### src/rdm_pkg.sv
// Package for the radio data-mode selector and continuous data path
`default_nettype none
package rdm_pkg;

  // ****************************************************************
  // Data operation modes and chip modes
  // ****************************************************************
  typedef enum logic [1:0] {RDM_CONTINUOUS, RDM_BUFFERED, RDM_PACKET} rdm_data_mode_e;

  localparam logic [1:0] CHIP_SLEEP   = 2'h0;
  localparam logic [1:0] CHIP_STANDBY = 2'h1;
  localparam logic [1:0] CHIP_TX      = 2'h2;
  localparam logic [1:0] CHIP_RX      = 2'h3;

  // ****************************************************************
  // Interrupt source select codes
  // ****************************************************************
  localparam logic [1:0] INTA_RX_SYNC = 2'h0;
  localparam logic [1:0] INTA_RX_RSSI = 2'h1;
  localparam logic [1:0] INTB_RX_NONE = 2'h1;

  // ****************************************************************
  // Sizes and reset values
  // ****************************************************************
  localparam int          FIFO_WIDTH     = 8;
  localparam int          FIFO_DEPTH     = 8;
  localparam logic [6:0]  PKT_MAX_BYTES  = 7'h40;
  localparam logic [31:0] SYNC_ALL_ONES  = 32'hFFFF_FFFF;
  localparam logic [2:0]  SYNC_IN_RESET  = 3'h0;

  // ****************************************************************
  // Configuration carriers
  // ****************************************************************
  typedef struct packed {
    logic       dataModeSelHi;
    logic       dataModeSelLo;
    logic [1:0] chipMode;
    logic       bitSyncEnable;
  } rdm_ctrl_s;

  typedef struct packed {
    logic        syncMatchEnable;
    logic [1:0]  syncWordSize;
    logic [1:0]  syncTolerance;
    logic [31:0] syncWord;
  } rdm_sync_cfg_s;

  typedef struct packed {
    logic [1:0] rxIntASourceSel;
    logic [1:0] rxIntBSourceSel;
    logic       txIntBSourceSel;
  } rdm_int_cfg_s;

endpackage
`default_nettype wire

### src/rdm_fifo.sv
// Small synchronous FIFO with valid/ready on both sides
`timescale 1ns/1ps
`default_nettype none
module rdm_fifo #(
  parameter int WIDTH = 8,
  parameter int DEPTH = 8
) (
  input  wire logic             mclk,
  input  wire logic             reset,
  input  wire logic             inValid,
  output logic                  inReady,
  input  wire logic [WIDTH-1:0] inData,
  output logic                  outValid,
  input  wire logic             outReady,
  output logic      [WIDTH-1:0] outData
);
  localparam int AW = $clog2(DEPTH);

  logic [WIDTH-1:0] mem [DEPTH];
  logic [AW-1:0]    wrPtr_q;
  logic [AW-1:0]    rdPtr_q;
  logic [AW:0]      count_q;
  logic             push;
  logic             pop;

  assign inReady  = (count_q != AW'(0) + (AW+1)'(DEPTH)) ? 1'b1 : 1'b0;
  assign outValid = (count_q != '0);
  assign push     = inValid && inReady;
  assign pop      = outValid && outReady;
  assign outData  = mem[rdPtr_q];

  always_ff @(posedge mclk) begin
    if (push) begin
      mem[wrPtr_q] <= inData;
    end
  end

  always_ff @(posedge mclk) begin
    if (reset) begin
      wrPtr_q <= '0;
      rdPtr_q <= '0;
      count_q <= '0;
    end else begin
      if (push) begin
        wrPtr_q <= (wrPtr_q == AW'(DEPTH - 1)) ? '0 : wrPtr_q + AW'(1);
      end
      if (pop) begin
        rdPtr_q <= (rdPtr_q == AW'(DEPTH - 1)) ? '0 : rdPtr_q + AW'(1);
      end
      count_q <= count_q + (AW+1)'(push) - (AW+1)'(pop);
    end
  end
endmodule // rdm_fifo
`default_nettype wire

### src/rdm_data_path.sv
// Data-mode selector, continuous-mode bit path and sync-word detector
`timescale 1ns/1ps
`default_nettype none
module rdm_data_path
  import rdm_pkg::*;
(
  input  wire logic          mclk,
  input  wire logic          reset,
  input  wire rdm_ctrl_s     ctrl,
  input  wire rdm_sync_cfg_s syncCfg,
  input  wire rdm_int_cfg_s  intCfg,
  input  wire logic          radioBitClock,
  input  wire logic          demodRawBit,
  input  wire logic          rssiEvent,
  input  wire logic          dataPinIn,
  output logic               dataPinOut,
  output logic               dataPinOe_n,
  output logic               intLineA,
  output logic               intLineB,
  output logic               modBit,
  output logic               syncMatch,
  output logic               pktLimitReached,
  output logic               rxOverrun,
  input  wire logic          rxOverrunClear,
  output logic               rxByteValid,
  input  wire logic          rxByteReady,
  output logic [7:0]         rxByteData
);

  // ****************************************************************
  // Input synchronisers: bit clock, raw demod bit, data pin
  // ****************************************************************
  logic [2:0] sync1_q;
  logic [2:0] sync2_q;
  logic       bitClkDly_q;

  always_ff @(posedge mclk) begin
    if (reset) begin
      sync1_q     <= SYNC_IN_RESET;
      sync2_q     <= SYNC_IN_RESET;
      bitClkDly_q <= 1'b0;
    end else begin
      sync1_q     <= {dataPinIn, demodRawBit, radioBitClock};
      sync2_q     <= sync1_q;
      bitClkDly_q <= sync2_q[0];
    end
  end

  logic bitClkS;
  logic rawBitS;
  logic dataInS;
  logic clkRise;
  logic clkFall;
  assign bitClkS = sync2_q[0];
  assign rawBitS = sync2_q[1];
  assign dataInS = sync2_q[2];
  assign clkRise = bitClkS && !bitClkDly_q;
  assign clkFall = !bitClkS && bitClkDly_q;

  // ****************************************************************
  // Mode decode
  // ****************************************************************
  rdm_data_mode_e dataMode;
  logic           isCont;
  logic           isTx;
  logic           isRx;
  logic           bitSyncOn;
  assign dataMode  = ctrl.dataModeSelHi ? RDM_PACKET :
                     (ctrl.dataModeSelLo ? RDM_BUFFERED : RDM_CONTINUOUS);
  assign isCont    = (dataMode == RDM_CONTINUOUS);
  assign isTx      = (ctrl.chipMode == CHIP_TX);
  assign isRx      = (ctrl.chipMode == CHIP_RX);
  assign bitSyncOn = ctrl.bitSyncEnable || !isCont;

  // ****************************************************************
  // Receive bit sampling and sync-word detector
  // ****************************************************************
  logic [31:0] shift_q;
  logic        rxBit_q;
  logic        syncFlag_q;
  logic [31:0] shiftNext;
  logic [31:0] expected;
  logic [31:0] diffMask;
  logic [5:0]  errCount;
  logic [4:0]  alignShift;
  logic        syncHit;
  assign shiftNext  = {shift_q[30:0], rawBitS};
  assign alignShift = {2'(2'h3 - syncCfg.syncWordSize), 3'h0};
  // The first received bit meets the top of the word, so the word is right-aligned here
  assign expected   = syncCfg.syncWord >> alignShift;
  assign diffMask   = (shiftNext ^ expected) & (SYNC_ALL_ONES >> alignShift);
  always_comb begin
    errCount = '0;
    for (int i = 0; i < 32; i++) begin
      errCount = errCount + 6'(diffMask[i]);
    end
  end

  assign syncHit = clkRise && isRx && bitSyncOn && syncCfg.syncMatchEnable &&
                   (errCount <= 6'(syncCfg.syncTolerance));
  always_ff @(posedge mclk) begin
    if (reset) begin
      shift_q <= '0;
      rxBit_q <= 1'b0;
    end else if (clkRise && isRx) begin
      shift_q <= shiftNext;
      rxBit_q <= rawBitS;
    end
  end

  // Held for one bit period so a slow host still sees every match
  always_ff @(posedge mclk) begin
    if (reset || !isRx) begin
      syncFlag_q <= 1'b0;
    end else if (clkRise) begin
      syncFlag_q <= syncHit;
    end
  end
  assign syncMatch = syncFlag_q;

  // ****************************************************************
  // Continuous-mode pin path
  // ****************************************************************
  logic rxOutBit_q;
  logic txBit_q;
  logic dataPinOut_q;
  logic dataPinOe_n_q;

  always_ff @(posedge mclk) begin
    if (reset) begin
      rxOutBit_q <= 1'b0;
    end else if (clkFall && isRx && isCont) begin
      rxOutBit_q <= rxBit_q;
    end
  end

  always_ff @(posedge mclk) begin
    if (reset) begin
      txBit_q <= 1'b0;
    end else if (clkRise && isTx && isCont) begin
      txBit_q <= dataInS;
    end
  end

  always_ff @(posedge mclk) begin
    if (reset) begin
      dataPinOut_q  <= 1'b0;
      dataPinOe_n_q <= 1'b1;
    end else begin
      dataPinOe_n_q <= !(isRx && isCont);
      dataPinOut_q  <= (isRx && isCont) ? (bitSyncOn ? rxOutBit_q : rawBitS) : 1'b0;
    end
  end
  assign dataPinOut  = dataPinOut_q;
  assign dataPinOe_n = dataPinOe_n_q;
  assign modBit      = txBit_q;

  // ****************************************************************
  // Interrupt line routing; pins outside continuous mode belong elsewhere
  // ****************************************************************
  logic intLineA_q;
  logic intLineB_q;

  always_ff @(posedge mclk) begin
    if (reset) begin
      intLineA_q <= 1'b0;
      intLineB_q <= 1'b0;
    end else if (!isCont || !(isRx || isTx)) begin
      intLineA_q <= 1'b0;
      intLineB_q <= 1'b0;
    end else if (isTx) begin
      intLineA_q <= 1'b0;
      intLineB_q <= bitClkS;
    end else begin
      unique case (intCfg.rxIntASourceSel)
        INTA_RX_SYNC: intLineA_q <= syncFlag_q;
        INTA_RX_RSSI: intLineA_q <= rssiEvent;
        default:      intLineA_q <= 1'b0;
      endcase
      // Without the synchroniser no clock leaves the chip in receive
      intLineB_q <= bitSyncOn && (intCfg.rxIntBSourceSel != INTB_RX_NONE) && bitClkS;
    end
  end
  assign intLineA = intLineA_q;
  assign intLineB = intLineB_q;

  // ****************************************************************
  // Buffered / packet receive byte path into the FIFO
  // ****************************************************************
  logic       capture_q;
  logic [2:0] bitCnt_q;
  logic [7:0] byteAsm_q;
  logic [7:0] pend_q;
  logic       pendValid_q;
  logic [6:0] pktCount_q;
  logic       overrun_q;
  logic       fifoReady;
  logic       fifoPush;
  logic       byteDone;

  assign byteDone = capture_q && clkRise && (bitCnt_q == 3'h7);
  // A finished byte waits here while the FIFO is full; a second one is lost
  assign fifoPush = pendValid_q && !isCont;

  always_ff @(posedge mclk) begin
    if (reset || !isRx || isCont) begin
      capture_q <= 1'b0;
    end else if (dataMode == RDM_PACKET && pktCount_q == PKT_MAX_BYTES) begin
      capture_q <= 1'b0;
    end else if (syncHit && !capture_q) begin
      capture_q <= 1'b1;
    end
  end

  always_ff @(posedge mclk) begin
    if (reset || !capture_q) begin
      bitCnt_q  <= '0;
      byteAsm_q <= '0;
    end else if (clkRise) begin
      bitCnt_q  <= bitCnt_q + 3'h1;
      byteAsm_q <= {byteAsm_q[6:0], rawBitS};
    end
  end

  always_ff @(posedge mclk) begin
    if (reset || isCont) begin
      pendValid_q <= 1'b0;
      pend_q      <= '0;
    end else if (byteDone && !pendValid_q) begin
      pendValid_q <= 1'b1;
      pend_q      <= {byteAsm_q[6:0], rawBitS};
    end else if (fifoPush && fifoReady) begin
      pendValid_q <= 1'b0;
    end
  end

  always_ff @(posedge mclk) begin
    if (reset || !isRx || dataMode != RDM_PACKET) begin
      pktCount_q <= '0;
    end else if (byteDone && pktCount_q != PKT_MAX_BYTES) begin
      pktCount_q <= pktCount_q + 7'h1;
    end
  end

  always_ff @(posedge mclk) begin
    if (reset) begin
      overrun_q <= 1'b0;
    end else if (byteDone && pendValid_q && !(fifoPush && fifoReady)) begin
      overrun_q <= 1'b1;
    end else if (rxOverrunClear) begin
      overrun_q <= 1'b0;
    end
  end
  assign pktLimitReached = (pktCount_q == PKT_MAX_BYTES);
  assign rxOverrun       = overrun_q;

  rdm_fifo #(
    .WIDTH (FIFO_WIDTH),
    .DEPTH (FIFO_DEPTH)
  ) u_fifo (
    .mclk     (mclk),
    .reset    (reset),
    .inValid  (fifoPush),
    .inReady  (fifoReady),
    .inData   (pend_q),
    .outValid (rxByteValid),
    .outReady (rxByteReady),
    .outData  (rxByteData)
  );

  // ****************************************************************
  // Checks
  // ****************************************************************
  AST_MODE_DECODE: assert property (@(posedge mclk) disable iff (reset)
    (ctrl.dataModeSelHi |-> dataMode == RDM_PACKET) and
    (!ctrl.dataModeSelHi && !ctrl.dataModeSelLo |-> dataMode == RDM_CONTINUOUS))
    else $error("data mode decode wrong");
  AST_FIFO_IDLE: assert property (@(posedge mclk) disable iff (reset)
    (isCont |-> !fifoPush) and (isCont ##1 isCont |-> !capture_q))
    else $error("fifo path active in continuous mode");
  AST_TX_SAMPLE: assert property (@(posedge mclk) disable iff (reset)
    clkRise && isTx && isCont |=> txBit_q == $past(dataInS))
    else $error("transmit bit not taken on clock rise");
  AST_RAW_RX: assert property (@(posedge mclk) disable iff (reset)
    isRx && isCont && !bitSyncOn ##1 isRx && isCont && !bitSyncOn
      |=> dataPinOut == $past(rawBitS) && !intLineB)
    else $error("raw receive path wrong");
  AST_FALL_ONLY: assert property (@(posedge mclk) disable iff (reset)
    !clkFall |=> $stable(rxOutBit_q))
    else $error("receive data changed off a falling edge");
  AST_STANDBY_QUIET: assert property (@(posedge mclk) disable iff (reset)
    ctrl.chipMode == CHIP_STANDBY |=> !intLineA && !intLineB)
    else $error("interrupt line active in stand-by");
  AST_TX_NO_DRIVE: assert property (@(posedge mclk) disable iff (reset)
    isTx |=> dataPinOe_n)
    else $error("data pin driven during transmit");
  AST_SYNC_TO_A: assert property (@(posedge mclk) disable iff (reset)
    isRx && isCont && intCfg.rxIntASourceSel == INTA_RX_SYNC && syncFlag_q |=> intLineA)
    else $error("sync match not on line A");
  AST_PKT_LIMIT: assert property (@(posedge mclk) disable iff (reset)
    pktCount_q == PKT_MAX_BYTES |=> !capture_q || dataMode != RDM_PACKET)
    else $error("packet capture past limit");
  AST_AUTO_SYNC: assert property (@(posedge mclk) disable iff (reset)
    (ctrl.dataModeSelHi || ctrl.dataModeSelLo) |-> bitSyncOn)
    else $error("bit sync off in buffered or packet mode");
  AST_TX_CLOCK: assert property (@(posedge mclk) disable iff (reset)
    isTx && isCont ##1 isTx && isCont |-> intLineB == $past(bitClkS))
    else $error("bit clock not on line B in transmit");

endmodule // rdm_data_path
`default_nettype wire

### config.mk
export PLATFORM = sky130hd
export DESIGN_NAME = rdm_data_path
export DESIGN_NICKNAME = d
export VERILOG_FILES = /design/src/rdm_pkg.sv /design/src/rdm_fifo.sv /design/src/rdm_data_path.sv
export SDC_FILE = /design/constraint.sdc
export NUM_CORES = 1
export LEC_CHECK = 0
export BUFFER_PORTS_ARGS = -buffer_cell sky130_fd_sc_hd__clkbuf_2
export CORE_ASPECT_RATIO = 1.5
export CORE_MARGIN = 4
export CORE_UTILIZATION = 54
export DETAILED_ROUTE_END_ITERATION = 10
export GPL_ROUTABILITY_DRIVEN = 1
export PLACE_DENSITY = 0.79
export SLEW_MARGIN = 20
export SYNTH_ARGS = -nofsm -noshare
export SYNTH_HDL_FRONTEND = slang
export SYNTH_SLANG_ARGS = --single-unit
### constraint.sdc
create_clock -name mclk -period 8.6 [get_ports mclk]
set_input_delay 2.58 -clock mclk [delete_from_list [all_inputs] [get_ports mclk]]
set_output_delay 2.58 -clock mclk [all_outputs]
set_load 0.005 [all_outputs]
==> results.md, run 1 <==
- # resized after CTS: 0
- Pwr/cell area: 251 mW/mm^2
- Synth top area cells: edfxtp_1 (26%), dfxtp_1 (23%), fa_1 (6.7%)
- DP HPWL: 11500 um
- Clk sinks: 150
- Nets: 838
- IO Pins: 72
- Final hold violation count: 0
- Seq/Total Area, Yosys: 49.0%
- Synth Register Bits: 150
- TritonCTS buffer count: 17
- Post-synthesis adder-cell area fraction: 10.6%
- Top cell type's share of synthesized area: 25.9%
- Initial DRC count: 222
- Die Outline Area: 0.0157 mm^2
- Postcts setup bufs: 0
- Count of cell types in the netlist: 49
- Die W: 104 um
- Commonest cells post-synth: nand2_1 (117), dfxtp_1 (86), edfxtp_1 (64), a21oi_1 (49), mux2i_1 (45)
- Ant. Diodes: 0
- Max_slew headroom: 43.8%
- Worst Clk Skew: 0.0119 ns
- Post-layout min period: 8.18 ns
- GP Congestion: 0.866
- Vias post-DR: 4987
- Max H-tree Level: 4
- CTS max path bufs: 2
- Vias in the first global route: 5187
- Fraction of registers with async set or reset after synthesis: 0%
- Antenna-violating nets left: 0
- Mux contribution to synthesized area: 12.9%
- Min-delay src: sync1_q[2]
- Largest net degree at the start of global routing: 56
- Worst slew pin tran: 0.842 ns
- Post-synth EDFFs: 64
- Rows: 52
- Most used standard cell by instance count after synthesis: nand2_1
- Synth Area in Compound Gates: 5.27%
- Total GRT Usage: 20.6%
- First-pass GRT wire length: 25600 um
- Critical R2R Launch: shift_q[10]
- CTS Hold Bufs: 0
- Fin crit share: 95.1%
- Port Buffers: 70
- Status: complete, no violations
- Post-DR wirelength/cell: 17.1 um
- Worst hold endpoint: sync2_q[2]
- Initial Util: 55.2%
- Mapped cell area: 0.00743 mm^2
- Xor/xnor cell area share of the yosys netlist: 5.66%
- Max cap viols: 0
- DP Worst Slack: 0.00364 ns
- Core region area: 0.0135 mm^2
- CTS clk-pin slew, worst paths: 0.06 ns
- Total length of routed wires: 15600 um
- Leak pwr: 3.36 nW
- Leading area contributor after synthesis: edfxtp_1
- CP Launch Type: primary input
- Largest family of logic cells by synthesized area: multiplexers
- Hold Path Stages: 1
- Clk root buf: clkbuf_16
- Max Fclk: 122 MHz
- Area Growth Syn to Fin: 14.6%
- Max Slew Vio Count: 0
- Die H: 152 um
- Pre-antenna DRT Iters: 4
- DRC viols: 0
- Avg Cell Area, Syn: 11.2 um^2
- Share of cells above drive strength 1: 17.2%
- Synth warnings: 0
- WP data required: 8.92 ns
- Reg2Reg Depth: 20
- Critical path peak fanout: 26
- Skew-Pair Late Insertion Delay: 0.42 ns
- Main synth FF type: dfxtp_1
- Antenna violations before repair: 0
- Worst setup EP type: flop
- Vias per inst: 5.48
- Grt ovf: 0
- Net Count, Synth: 764
- Simple-gate share of the synthesized area: 12.3%
- Finish-stage setup viols: 0
- RSZ-0062 raised after global routing: no
- CTS tree: done
- Worst hold-check path type: flop to flop
- Final WS setup: 0.418 ns
- RR Endpoint: capture_q
- Synth Instances: 661
- Setup TNS: 0 ns
- Worst Path Arrival: 8.50 ns
- Setup CP Type: primary input to flop
- Peak VDD IR: 144 uV
- Worst R2R Setup Slack: 2.82 ns
-- sequential cells by signal, summed over array words and instances (netlist names), 4 cells and up, named ones only --
signal	count
byteAsm_q	7
pend_q	8
pktCount_q	7
shift_q	31
u_fifo.count_q	4
u_fifo.mem	64
-- cells by family after synthesis --
family | count (synthesis)
adder cells (fa/ha/maj) | 48
AND/OR/NAND/NOR | 201
buffers and inverters | 74
flip-flops | 150
AO/OA/AOI/OAI | 71
XOR/XNOR | 48
multiplexers | 69
-- per-layer routing --
layer	up-vias	GRT usage (%)	share of wire, %
li1	2414	-	-
met1	2436	20.8	36
met2	114	42.2	59
met3	23	3.94	2.9
met4	0	6.79	1.6
met5	-	0	0
-- placed cells by master, fill, tap and decap left out, types with 15 or more instances in the layout --
cell type  count
inv_1         44
nor2_1        31
dfxtp_1       86
nand2_1      117
clkbuf_2      70
mux2i_1       45
clkbuf_16     17
a21oi_1       49
mux4_1        15
xnor2_1       36
ha_1          23
edfxtp_1      64
fa_1          25
-- cell type report --
type / instances / area, um^2
Clock buffer: 20 / 437
Clock inverter: 12 / 104
Fill cell: 1057 / 4950
Inverter: 45 / 169
Multi-Input combinational cell: 437 / 3480
Sequential cell: 150 / 3640
Tap cell: 162 / 203
Timing Repair Buffer: 84 / 480
-- worst max path at each step --
stage / start / to / slack, ns
floorplan: syncCfg[35] / capture_q / 0.33
global placement: syncCfg[34] / capture_q / 0.13
detailed placement: syncCfg[34] / capture_q / 0.004
CTS: syncCfg[34] / capture_q / 0.40
global route: syncCfg[34] / capture_q / 0.08
finish: syncCfg[34] / capture_q / 0.42
-- report_power, final --
group / total [mW] / switching (mW) / internal, mW / leakage (nW)
clock: 0.676 / 0.280 / 0.396 / 0.248
combinational: 0.682 / 0.348 / 0.333 / 1.80
sequential: 0.779 / 0.0264 / 0.752 / 1.31
total: 2.14 / 0.655 / 1.48 / 3.36
-- critical path, cell delays in order --
cell and delay (ns):
clkbuf_2 0.10, buf_12 0.19, mux2i_1 0.35, mux2i_1 0.14, xnor2_1 0.21, fa_1 0.47
fa_1 0.51, fa_1 0.54, inv_1 0.05, fa_1 0.50, fa_1 0.53, fa_1 0.56
ha_1 0.17, inv_1 0.06, fa_1 0.48, inv_1 0.05, ha_1 0.27, nor2b_1 0.13
o21ai_0 0.14, o2111ai_1 0.16, a221oi_1 0.28
-- stage by stage --
stage | total power, mW | hold slack, ns | utilization (%) | area [um^2] | instances
final | 2.14 | 0.434 | 63.3 | 8520 | 910
after global routing | 2.30 | 0.461 | 63.3 | 8520 | 910
after CTS | 2.17 | 0.437 | 63.2 | 8510 | 910
after detailed placement | 1.49 | 0.424 | 59.2 | 7970 | 878
after global placement | 1.44 | 0.418 | 59.2 | 7970 | 878
after floorplan | 1.32 | 0.414 | - | 7430 | 661
(Power assumes the default switching activity.)
==> run 2: changes to the inputs <==
--- a/config.mk
+++ b/config.mk
@@ -8,10 +8,12 @@
 export BUFFER_PORTS_ARGS = -buffer_cell sky130_fd_sc_hd__clkbuf_2
 export CORE_ASPECT_RATIO = 1.5
 export CORE_MARGIN = 4
-export CORE_UTILIZATION = 54
+export CORE_UTILIZATION = 56
+export CTS_BUF_LIST = sky130_fd_sc_hd__clkbuf_4 sky130_fd_sc_hd__clkbuf_8
 export DETAILED_ROUTE_END_ITERATION = 10
 export GPL_ROUTABILITY_DRIVEN = 1
-export PLACE_DENSITY = 0.79
+export PLACE_DENSITY = 0.81
+export REMOVE_ABC_BUFFERS = 1
 export SLEW_MARGIN = 20
 export SYNTH_ARGS = -nofsm -noshare
 export SYNTH_HDL_FRONTEND = slang
==> results.md, run 2 (synthesis gave the netlist of run 1 again) <==
- CTS tree: done (unchanged)
- GP Congestion: 0.859 (was 0.866)
- Min-delay src: sync1_q[1] (was sync1_q[2])
- CP Launch Type: primary input (unchanged)
- IO Pins: 72 (unchanged)
- Antenna violations before repair: 0 (unchanged)
- Total GRT Usage: 21.9% (was 20.6%)
- Design Power: 2.03 mW (was 2.14 mW)
- Max cap viols: 0 (unchanged)
- Core region area: 0.0130 mm^2 (was 0.0135 mm^2)
- Worst Path Arrival: 8.53 ns (was 8.50 ns)
- Critical path peak fanout: 18 (was 26)
- Vias post-DR: 5032 (was 4987)
- Worst slew pin tran: 0.889 ns (was 0.842 ns)
- Antenna-violating nets left: 0 (unchanged)
- DRC viols: 0 (unchanged)
- Max Slew Vio Count: 0 (unchanged)
- Biggest regs: u_fifo.mem: 64 flops, shift_q: 31 flops, pend_q: 8 flops (unchanged)
- Pwr/cell area: 242 mW/mm^2 (was 251 mW/mm^2)
- Die H: 149 um (was 152 um)
- RSZ-0062 raised after global routing: no (unchanged)
- Die W: 102 um (was 104 um)
- Skew-Pair Late Insertion Delay: 0.45 ns (was 0.42 ns)
- Most common cell after layout, fill and taps aside: nand2_1 (unchanged)
- TritonCTS buffer count: 17 (unchanged)
- Peak VDD IR: 183 uV (was 144 uV)
- Setup CP Type: primary input to flop (unchanged)
- Leak pwr: 3.33 nW (was 3.36 nW)
- Final hold violation count: 0 (unchanged)
- Worst Clk Skew: 0.0139 ns (was 0.0119 ns)
- Hold Slack: 0.450 ns (was 0.434 ns)
- Share of cells above drive strength 1: 18.2% (was 17.2%)
- Finish-stage setup viols: 0 (unchanged)
- Total length of routed wires: 15500 um (was 15600 um)
- Ant. Diodes: 0 (unchanged)
- Post-layout util: 64.6% (was 63.3%)
- Initial DRC count: 175 (was 222)
- Clk sinks: 150 (unchanged)
- Placed Cells: 880 (was 878)
- Largest Register: u_fifo.mem (unchanged)
- Pre-antenna DRT Iters: 4 (unchanged)
- Max reg flops: 64 (unchanged)
- # resized after CTS: 0 (unchanged)
- First-pass GRT wire length: 25500 um (was 25600 um)
- Initial Util: 57.1% (was 55.2%)
- Area Growth Syn to Fin: 13.2% (was 14.6%)
- Port Buffers: 70 (unchanged)
- CTS clk-pin slew, worst paths: 0.10 ns (was 0.06 ns)
- RR Endpoint: capture_q (unchanged)
- DP HPWL: 11800 um (was 11500 um)
- Grt ovf: 0 (unchanged)
- Worst hold-check path type: flop to flop (unchanged)
- Rows: 51 (was 52)
- Die Outline Area: 0.0152 mm^2 (was 0.0157 mm^2)
- Postcts setup bufs: 0 (unchanged)
- Worst R2R Setup Slack: 2.72 ns (was 2.82 ns)
- Setup TNS: 0 ns (unchanged)
- Status: complete, no violations (unchanged)
- Post-layout min period: 8.18 ns (about the same)
- Max Fclk: 122 MHz (about the same)
- Worst hold endpoint: sync2_q[1] (was sync2_q[2])
- Fin crit share: 95.1% (about the same)
- Critical R2R Launch: shift_q[14] (was shift_q[10])
- Reg2Reg Depth: 21 (was 20)
- Largest net degree at the start of global routing: 56 (unchanged)
- Max_slew headroom: 40.5% (was 43.8%)
- Nets: 843 (was 838)
- Vias in the first global route: 5330 (was 5187)
- Final cell count without fillers: 912 (was 910)
- CTS Hold Bufs: 0 (unchanged)
- CTS max path bufs: 2 (unchanged)
- Post-DR wirelength/cell: 17.0 um (was 17.1 um)
- WP data required: 8.95 ns (was 8.92 ns)
- Worst setup EP type: flop (unchanged)
- Vias per inst: 5.52 (was 5.48)
- Most frequent cells in the layout: nand2_1 (117), dfxtp_1 (86), clkbuf_2 (70) (unchanged)
- Max H-tree Level: 4 (unchanged)
- Clk root buf: clkbuf_8 (was clkbuf_16)
- Hold Path Stages: 1 (unchanged)
## run 2: cell count changes in the layout (fill, tap and decap cells not counted), sizes merged
cell      change
bufinv        -1
clkinv        +1
inv           +7
clkinvlp      -4
clkbuf        -3
buf           +5
## run 2: worst max-delay path by stage
stage                     slack [ns]   startpoint  cells after the start   endpoint
after floorplan                 0.71  syncCfg[34]                     19  capture_q
after global placement          0.08  syncCfg[34]                     21  capture_q
after detailed placement       -0.04  syncCfg[34]                     21  capture_q
after CTS                       0.40  syncCfg[34]                     21  capture_q
after global routing            0.10  syncCfg[34]                     21  capture_q
final                           0.42  syncCfg[34]                     21  capture_q
## run 2: metrics by stage
step           cell area [um^2]  setup WS (ns)
5_1_grt                    8410          0.102
6_report                   8410          0.418
2_1_floorplan              7280          0.709
3_3_place_gp               8000         0.0785
4_1_cts                    8410          0.397
3_5_place_dp               8000        -0.0372
## run 2: final cells by class
cell class | count | area (um^2)
well taps | 159 | 199
fillers | 1009 | 4610
clock inverters | 15 | 173
flip-flops and latches | 150 | 3640
multi-input cells | 437 | 3470
repair buffers | 89 | 518
clock buffers | 17 | 234
inverters | 45 | 169
## run 2: critical path, stage by stage
cell and delay, ns:
clkbuf_2 0.10, buf_12 0.16, mux2i_1 0.28, mux2i_1 0.16
xnor2_1 0.24, fa_1 0.48, fa_1 0.52, fa_1 0.54
inv_1 0.05, fa_1 0.52, fa_1 0.53, fa_1 0.55
ha_1 0.17, inv_1 0.07, fa_1 0.49, inv_1 0.05
ha_1 0.28, nor2b_1 0.13, o21ai_0 0.14, o2111ai_1 0.19
a221oi_1 0.28
## run 2: routing by layer
layer  vias up  GRT usage, %  wire [um]
met5         -             0          0
met4         0          10.2        523
met3        36          5.10        671
met2       133          40.6       8720
met1      2437          22.6       5600
li1       2426             -          -
## run 2: report_power, final
group,total [mW],internal (mW),leakage [nW],switching [mW]
Sequential,0.778,0.751,1.31,0.0272
Combinational,0.718,0.344,1.82,0.374
Clock,0.535,0.223,0.204,0.312
Total,2.03,1.32,3.33,0.713
==> run 3: changes to the inputs <==
--- a/config.mk
+++ b/config.mk
@@ -5,14 +5,15 @@
 export SDC_FILE = /design/constraint.sdc
 export NUM_CORES = 1
 export LEC_CHECK = 0
-export BUFFER_PORTS_ARGS = -buffer_cell sky130_fd_sc_hd__clkbuf_2
+export ABC_AREA = 1
+export BUFFER_PORTS_ARGS = -buffer_cell sky130_fd_sc_hd__buf_2
 export CORE_ASPECT_RATIO = 1.5
 export CORE_MARGIN = 4
 export CORE_UTILIZATION = 56
 export CTS_BUF_LIST = sky130_fd_sc_hd__clkbuf_4 sky130_fd_sc_hd__clkbuf_8
 export DETAILED_ROUTE_END_ITERATION = 10
 export GPL_ROUTABILITY_DRIVEN = 1
-export PLACE_DENSITY = 0.81
+export PLACE_DENSITY_LB_ADDON = 0.3
 export REMOVE_ABC_BUFFERS = 1
 export SLEW_MARGIN = 20
 export SYNTH_ARGS = -nofsm -noshare
==> results.md, run 3 <==
- P_sw: 0.831 mW (was 0.713 mW)
- Worst hold-check path type: flop to flop (unchanged)
- Rows: 51 (unchanged)
- Total GRT Usage: 22.4% (was 21.9%)
- Max Fclk: 128 MHz (was 122 MHz)
- Multi-input gate area: 0.00334 mm^2 (was 0.00347 mm^2)
- Core region area: 0.0131 mm^2 (was 0.0130 mm^2)
- Post-synth EDFFs: 64 (unchanged)
- Final cell count without fillers: 1130 (was 912)
- Seq/Total Area, Yosys: 48.6% (was 49.0%)
- Max cap viols: 0 (unchanged)
- Largest net degree at the start of global routing: 40 (was 56)
- Placed Cells: 1098 (was 880)
- CP Launch Type: primary input (unchanged)
- Vias post-DR: 5980 (was 5032)
- Logic pwr share: 40.4% (was 35.3%)
- Share of cells above drive strength 1: 12.6% (was 18.2%)
- CTS clk-pin slew, worst paths: 0.09 ns (was 0.10 ns)
- IO Pins: 72 (unchanged)
- Worst Path Arrival: 8.22 ns (was 8.53 ns)
- Postcts setup bufs: 0 (unchanged)
- Pwr/cell area: 265 mW/mm^2 (was 242 mW/mm^2)
- Grt peak-use layer: met2 (unchanged)
- Met2 Usage GRT: 41.5% (was 40.6%)
- Clock power share: 24.1% (was 26.3%)
- Worst hold endpoint: sync2_q[1] (unchanged)
- Fin crit share: 91.2% (was 95.1%)
- Hold Slack: 0.397 ns (was 0.450 ns)
- Antenna violations before repair: 0 (unchanged)
- Die H: 150 um (was 149 um)
- GP Congestion: 0.901 (was 0.859)
- Register area: 0.00364 mm^2 (about the same)
- Setup TNS: 0 ns (unchanged)
- Synth Instances: 895 (was 661)
- Initial DRC count: 324 (was 175)
- Leak pwr: 3.59 nW (was 3.33 nW)
- Pre-antenna DRT Iters: 6 (was 4)
- Final WS setup: 0.757 ns (was 0.418 ns)
- Synth top area cells: edfxtp_1 (26%), dfxtp_1 (23%), nor2_1 (8.5%) (was edfxtp_1 (26%), dfxtp_1 (23%), fa_1 (6.7%))
- Count of cell types in the netlist: 30 (was 49)
- Avg Cell Area, Syn: 8.38 um^2 (was 11.2 um^2)
- Final instance area: 0.00832 mm^2 (was 0.00841 mm^2)
- Skew-Pair Late Insertion Delay: 0.44 ns (was 0.45 ns)
- GR Util met3: 4.20% (was 5.10%)
- Max H-tree Level: 4 (unchanged)
- DP HPWL: 11900 um (was 11800 um)
- Status: complete, no violations (unchanged)
- Mapped cell area: 0.00750 mm^2 (was 0.00743 mm^2)
- # fillers: 1139 (was 1009)
- Critical path peak fanout: 13 (was 18)
- Design Power: 2.21 mW (was 2.03 mW)
- First-pass GRT wire length: 26600 um (was 25500 um)
- Worst slew pin tran: 1.05 ns (was 0.889 ns)
- Area Growth Syn to Fin: 10.9% (was 13.2%)
- Synth warnings: 0 (unchanged)
- Worst setup EP type: flop (unchanged)
- WP data required: 8.98 ns (was 8.95 ns)
- Initial Util: 57.4% (was 57.1%)
- Die Outline Area: 0.0154 mm^2 (was 0.0152 mm^2)
- Leading area contributor after synthesis: edfxtp_1 (unchanged)
- Most used standard cell by instance count after synthesis: nor2_1 (was nand2_1)
- Final hold violation count: 0 (unchanged)
- Top cell type's share of synthesized area: 25.6% (was 25.9%)
- Finish-stage setup viols: 0 (unchanged)
- Total length of routed wires: 16200 um (was 15500 um)
- Hold Path Stages: 2 (was 1)
- Most common cell after layout, fill and taps aside: nor2_1 (was nand2_1)
- Clk root buf: clkbuf_8 (unchanged)
- Post-placement cell area: 0.00793 mm^2 (was 0.00800 mm^2)
- Grt ovf: 0 (unchanged)
- Synth Register Bits: 150 (unchanged)
- Post-DR wirelength/cell: 14.4 um (was 17.0 um)
- Worst Clk Skew: 0.0144 ns (was 0.0139 ns)
- Clk sinks: 150 (unchanged)
- Largest Register: u_fifo.mem (unchanged)
- CTS tree: done (unchanged)
- Antenna-violating nets left: 0 (unchanged)
- CTS Hold Bufs: 0 (unchanged)
- Sw frac: 37.7% (was 35.1%)
- Seq pwr share: 35.5% (was 38.3%)
- CTS max path bufs: 2 (unchanged)
- DP Worst Slack: 0.281 ns (was -0.0372 ns)
- Main synth FF type: dfxtp_1 (unchanged)
- Internal power: 1.37 mW (was 1.32 mW)
- Die W: 103 um (was 102 um)
- Most frequent cells in the layout: nor2_1 (169), nand2_1 (148), o21ai_0 (115) (was nand2_1 (117), dfxtp_1 (86), clkbuf_2 (70))
- Vias per inst: 5.29 (was 5.52)
- Min-delay src: sync1_q[1] (unchanged)
- Fraction of registers with async set or reset after synthesis: 0% (unchanged)
- Reg2Reg Depth: 20 (was 21)
- Ant. Diodes: 0 (unchanged)
- Max Slew Vio Count: 0 (unchanged)
- Max reg flops: 64 (unchanged)
- RR Endpoint: syncMatch (was capture_q)
- Critical R2R Launch: shift_q[22] (was shift_q[14])
- # resized after CTS: 0 (unchanged)
- Post-layout min period: 7.84 ns (was 8.18 ns)
- Post-layout util: 63.6% (was 64.6%)
- GRT met1 Usage: 23.7% (was 22.6%)
- DRC viols: 0 (unchanged)
- Setup CP Type: primary input to flop (unchanged)
- Peak VDD IR: 160 uV (was 183 uV)
- Biggest regs: u_fifo.mem: 64 flops, shift_q: 31 flops, pend_q: 8 flops (unchanged)
- Nets: 1061 (was 843)
- Vias in the first global route: 5908 (was 5330)
- Worst R2R Setup Slack: 3.12 ns (was 2.72 ns)
- TritonCTS buffer count: 17 (unchanged)
- Max_slew headroom: 30.1% (was 40.5%)
- RSZ-0062 raised after global routing: no (unchanged)
- Commonest cells post-synth: nor2_1 (169), nand2_1 (148), o21ai_0 (115), dfxtp_1 (86), inv_1 (86) (was nand2_1 (117), dfxtp_1 (86), edfxtp_1 (64), a21oi_1 (49), mux2i_1 (45))
- Port Buffers: 70 (unchanged)
[run 3: worst max-delay path: stages]
cell	delay (ns)
buf_2	0.11
buf_4	0.17
o21ai_0	0.31
o21ai_0	0.16
xor2_1	0.20
fa_1	0.47
fa_1	0.52
fa_1	0.54
inv_1	0.05
fa_1	0.51
fa_1	0.52
fa_1	0.57
ha_1	0.18
inv_1	0.06
fa_1	0.48
inv_1	0.04
ha_1	0.28
nand2_1	0.07
nand2_1	0.05
nand2_1	0.06
nand2_1	0.05
inv_1	0.04
nand2_1	0.08
a21oi_1	0.12
[run 3: cell type report]
class	instances	area share, %
Multi-Input combinational cell	620	40.1
Sequential cell	150	43.8
Clock buffer	17	2.81
Timing Repair Buffer	77	4.84
Inverter	92	4.15
Tap cell	159	2.39
Clock inverter	15	1.91
[run 3: power by group through the flow]
stage          clock, mW  combinational [mW]  sequential (mW)
3_5_place_dp           0               0.906            0.800
3_3_place_gp           0               0.865            0.799
4_1_cts            0.543               0.913            0.783
5_1_grt            0.572                1.07            0.788
6_report           0.532               0.890            0.784
2_1_floorplan          0               0.663            0.799
[run 3: how the worst max path moves through the flow]
stage | to | depth (start not counted) | from
floorplan | syncMatch | 24 | syncCfg[34]
global placement | syncMatch | 25 | syncCfg[34]
detailed placement | capture_q | 25 | syncCfg[34]
CTS | capture_q | 25 | syncCfg[34]
global route | capture_q | 25 | syncCfg[34]
finish | syncMatch | 24 | syncCfg[34]
[run 3: cells by family (layout without fill, tap and decap cells)]
family / after synthesis / in the layout / synth area share (%)
compound gates: 192 / 192 / 12.9
simple gates: 367 / 367 / 19.6
buf+inv: 125 / 201 / 6.94
flops: 150 / 150 / 48.6
xor+xnor: 13 / 13 / 1.52
fa+ha+maj: 48 / 48 / 10.5
[run 3: per-layer routing]
| metal | up-vias | wire length (um) |
|---|---|---|
| li1 | 3048 | - |
| met1 | 2753 | 6130 |
| met2 | 144 | 8810 |
| met3 | 35 | 693 |
| met4 | 0 | 592 |
| met5 | - | 0 |
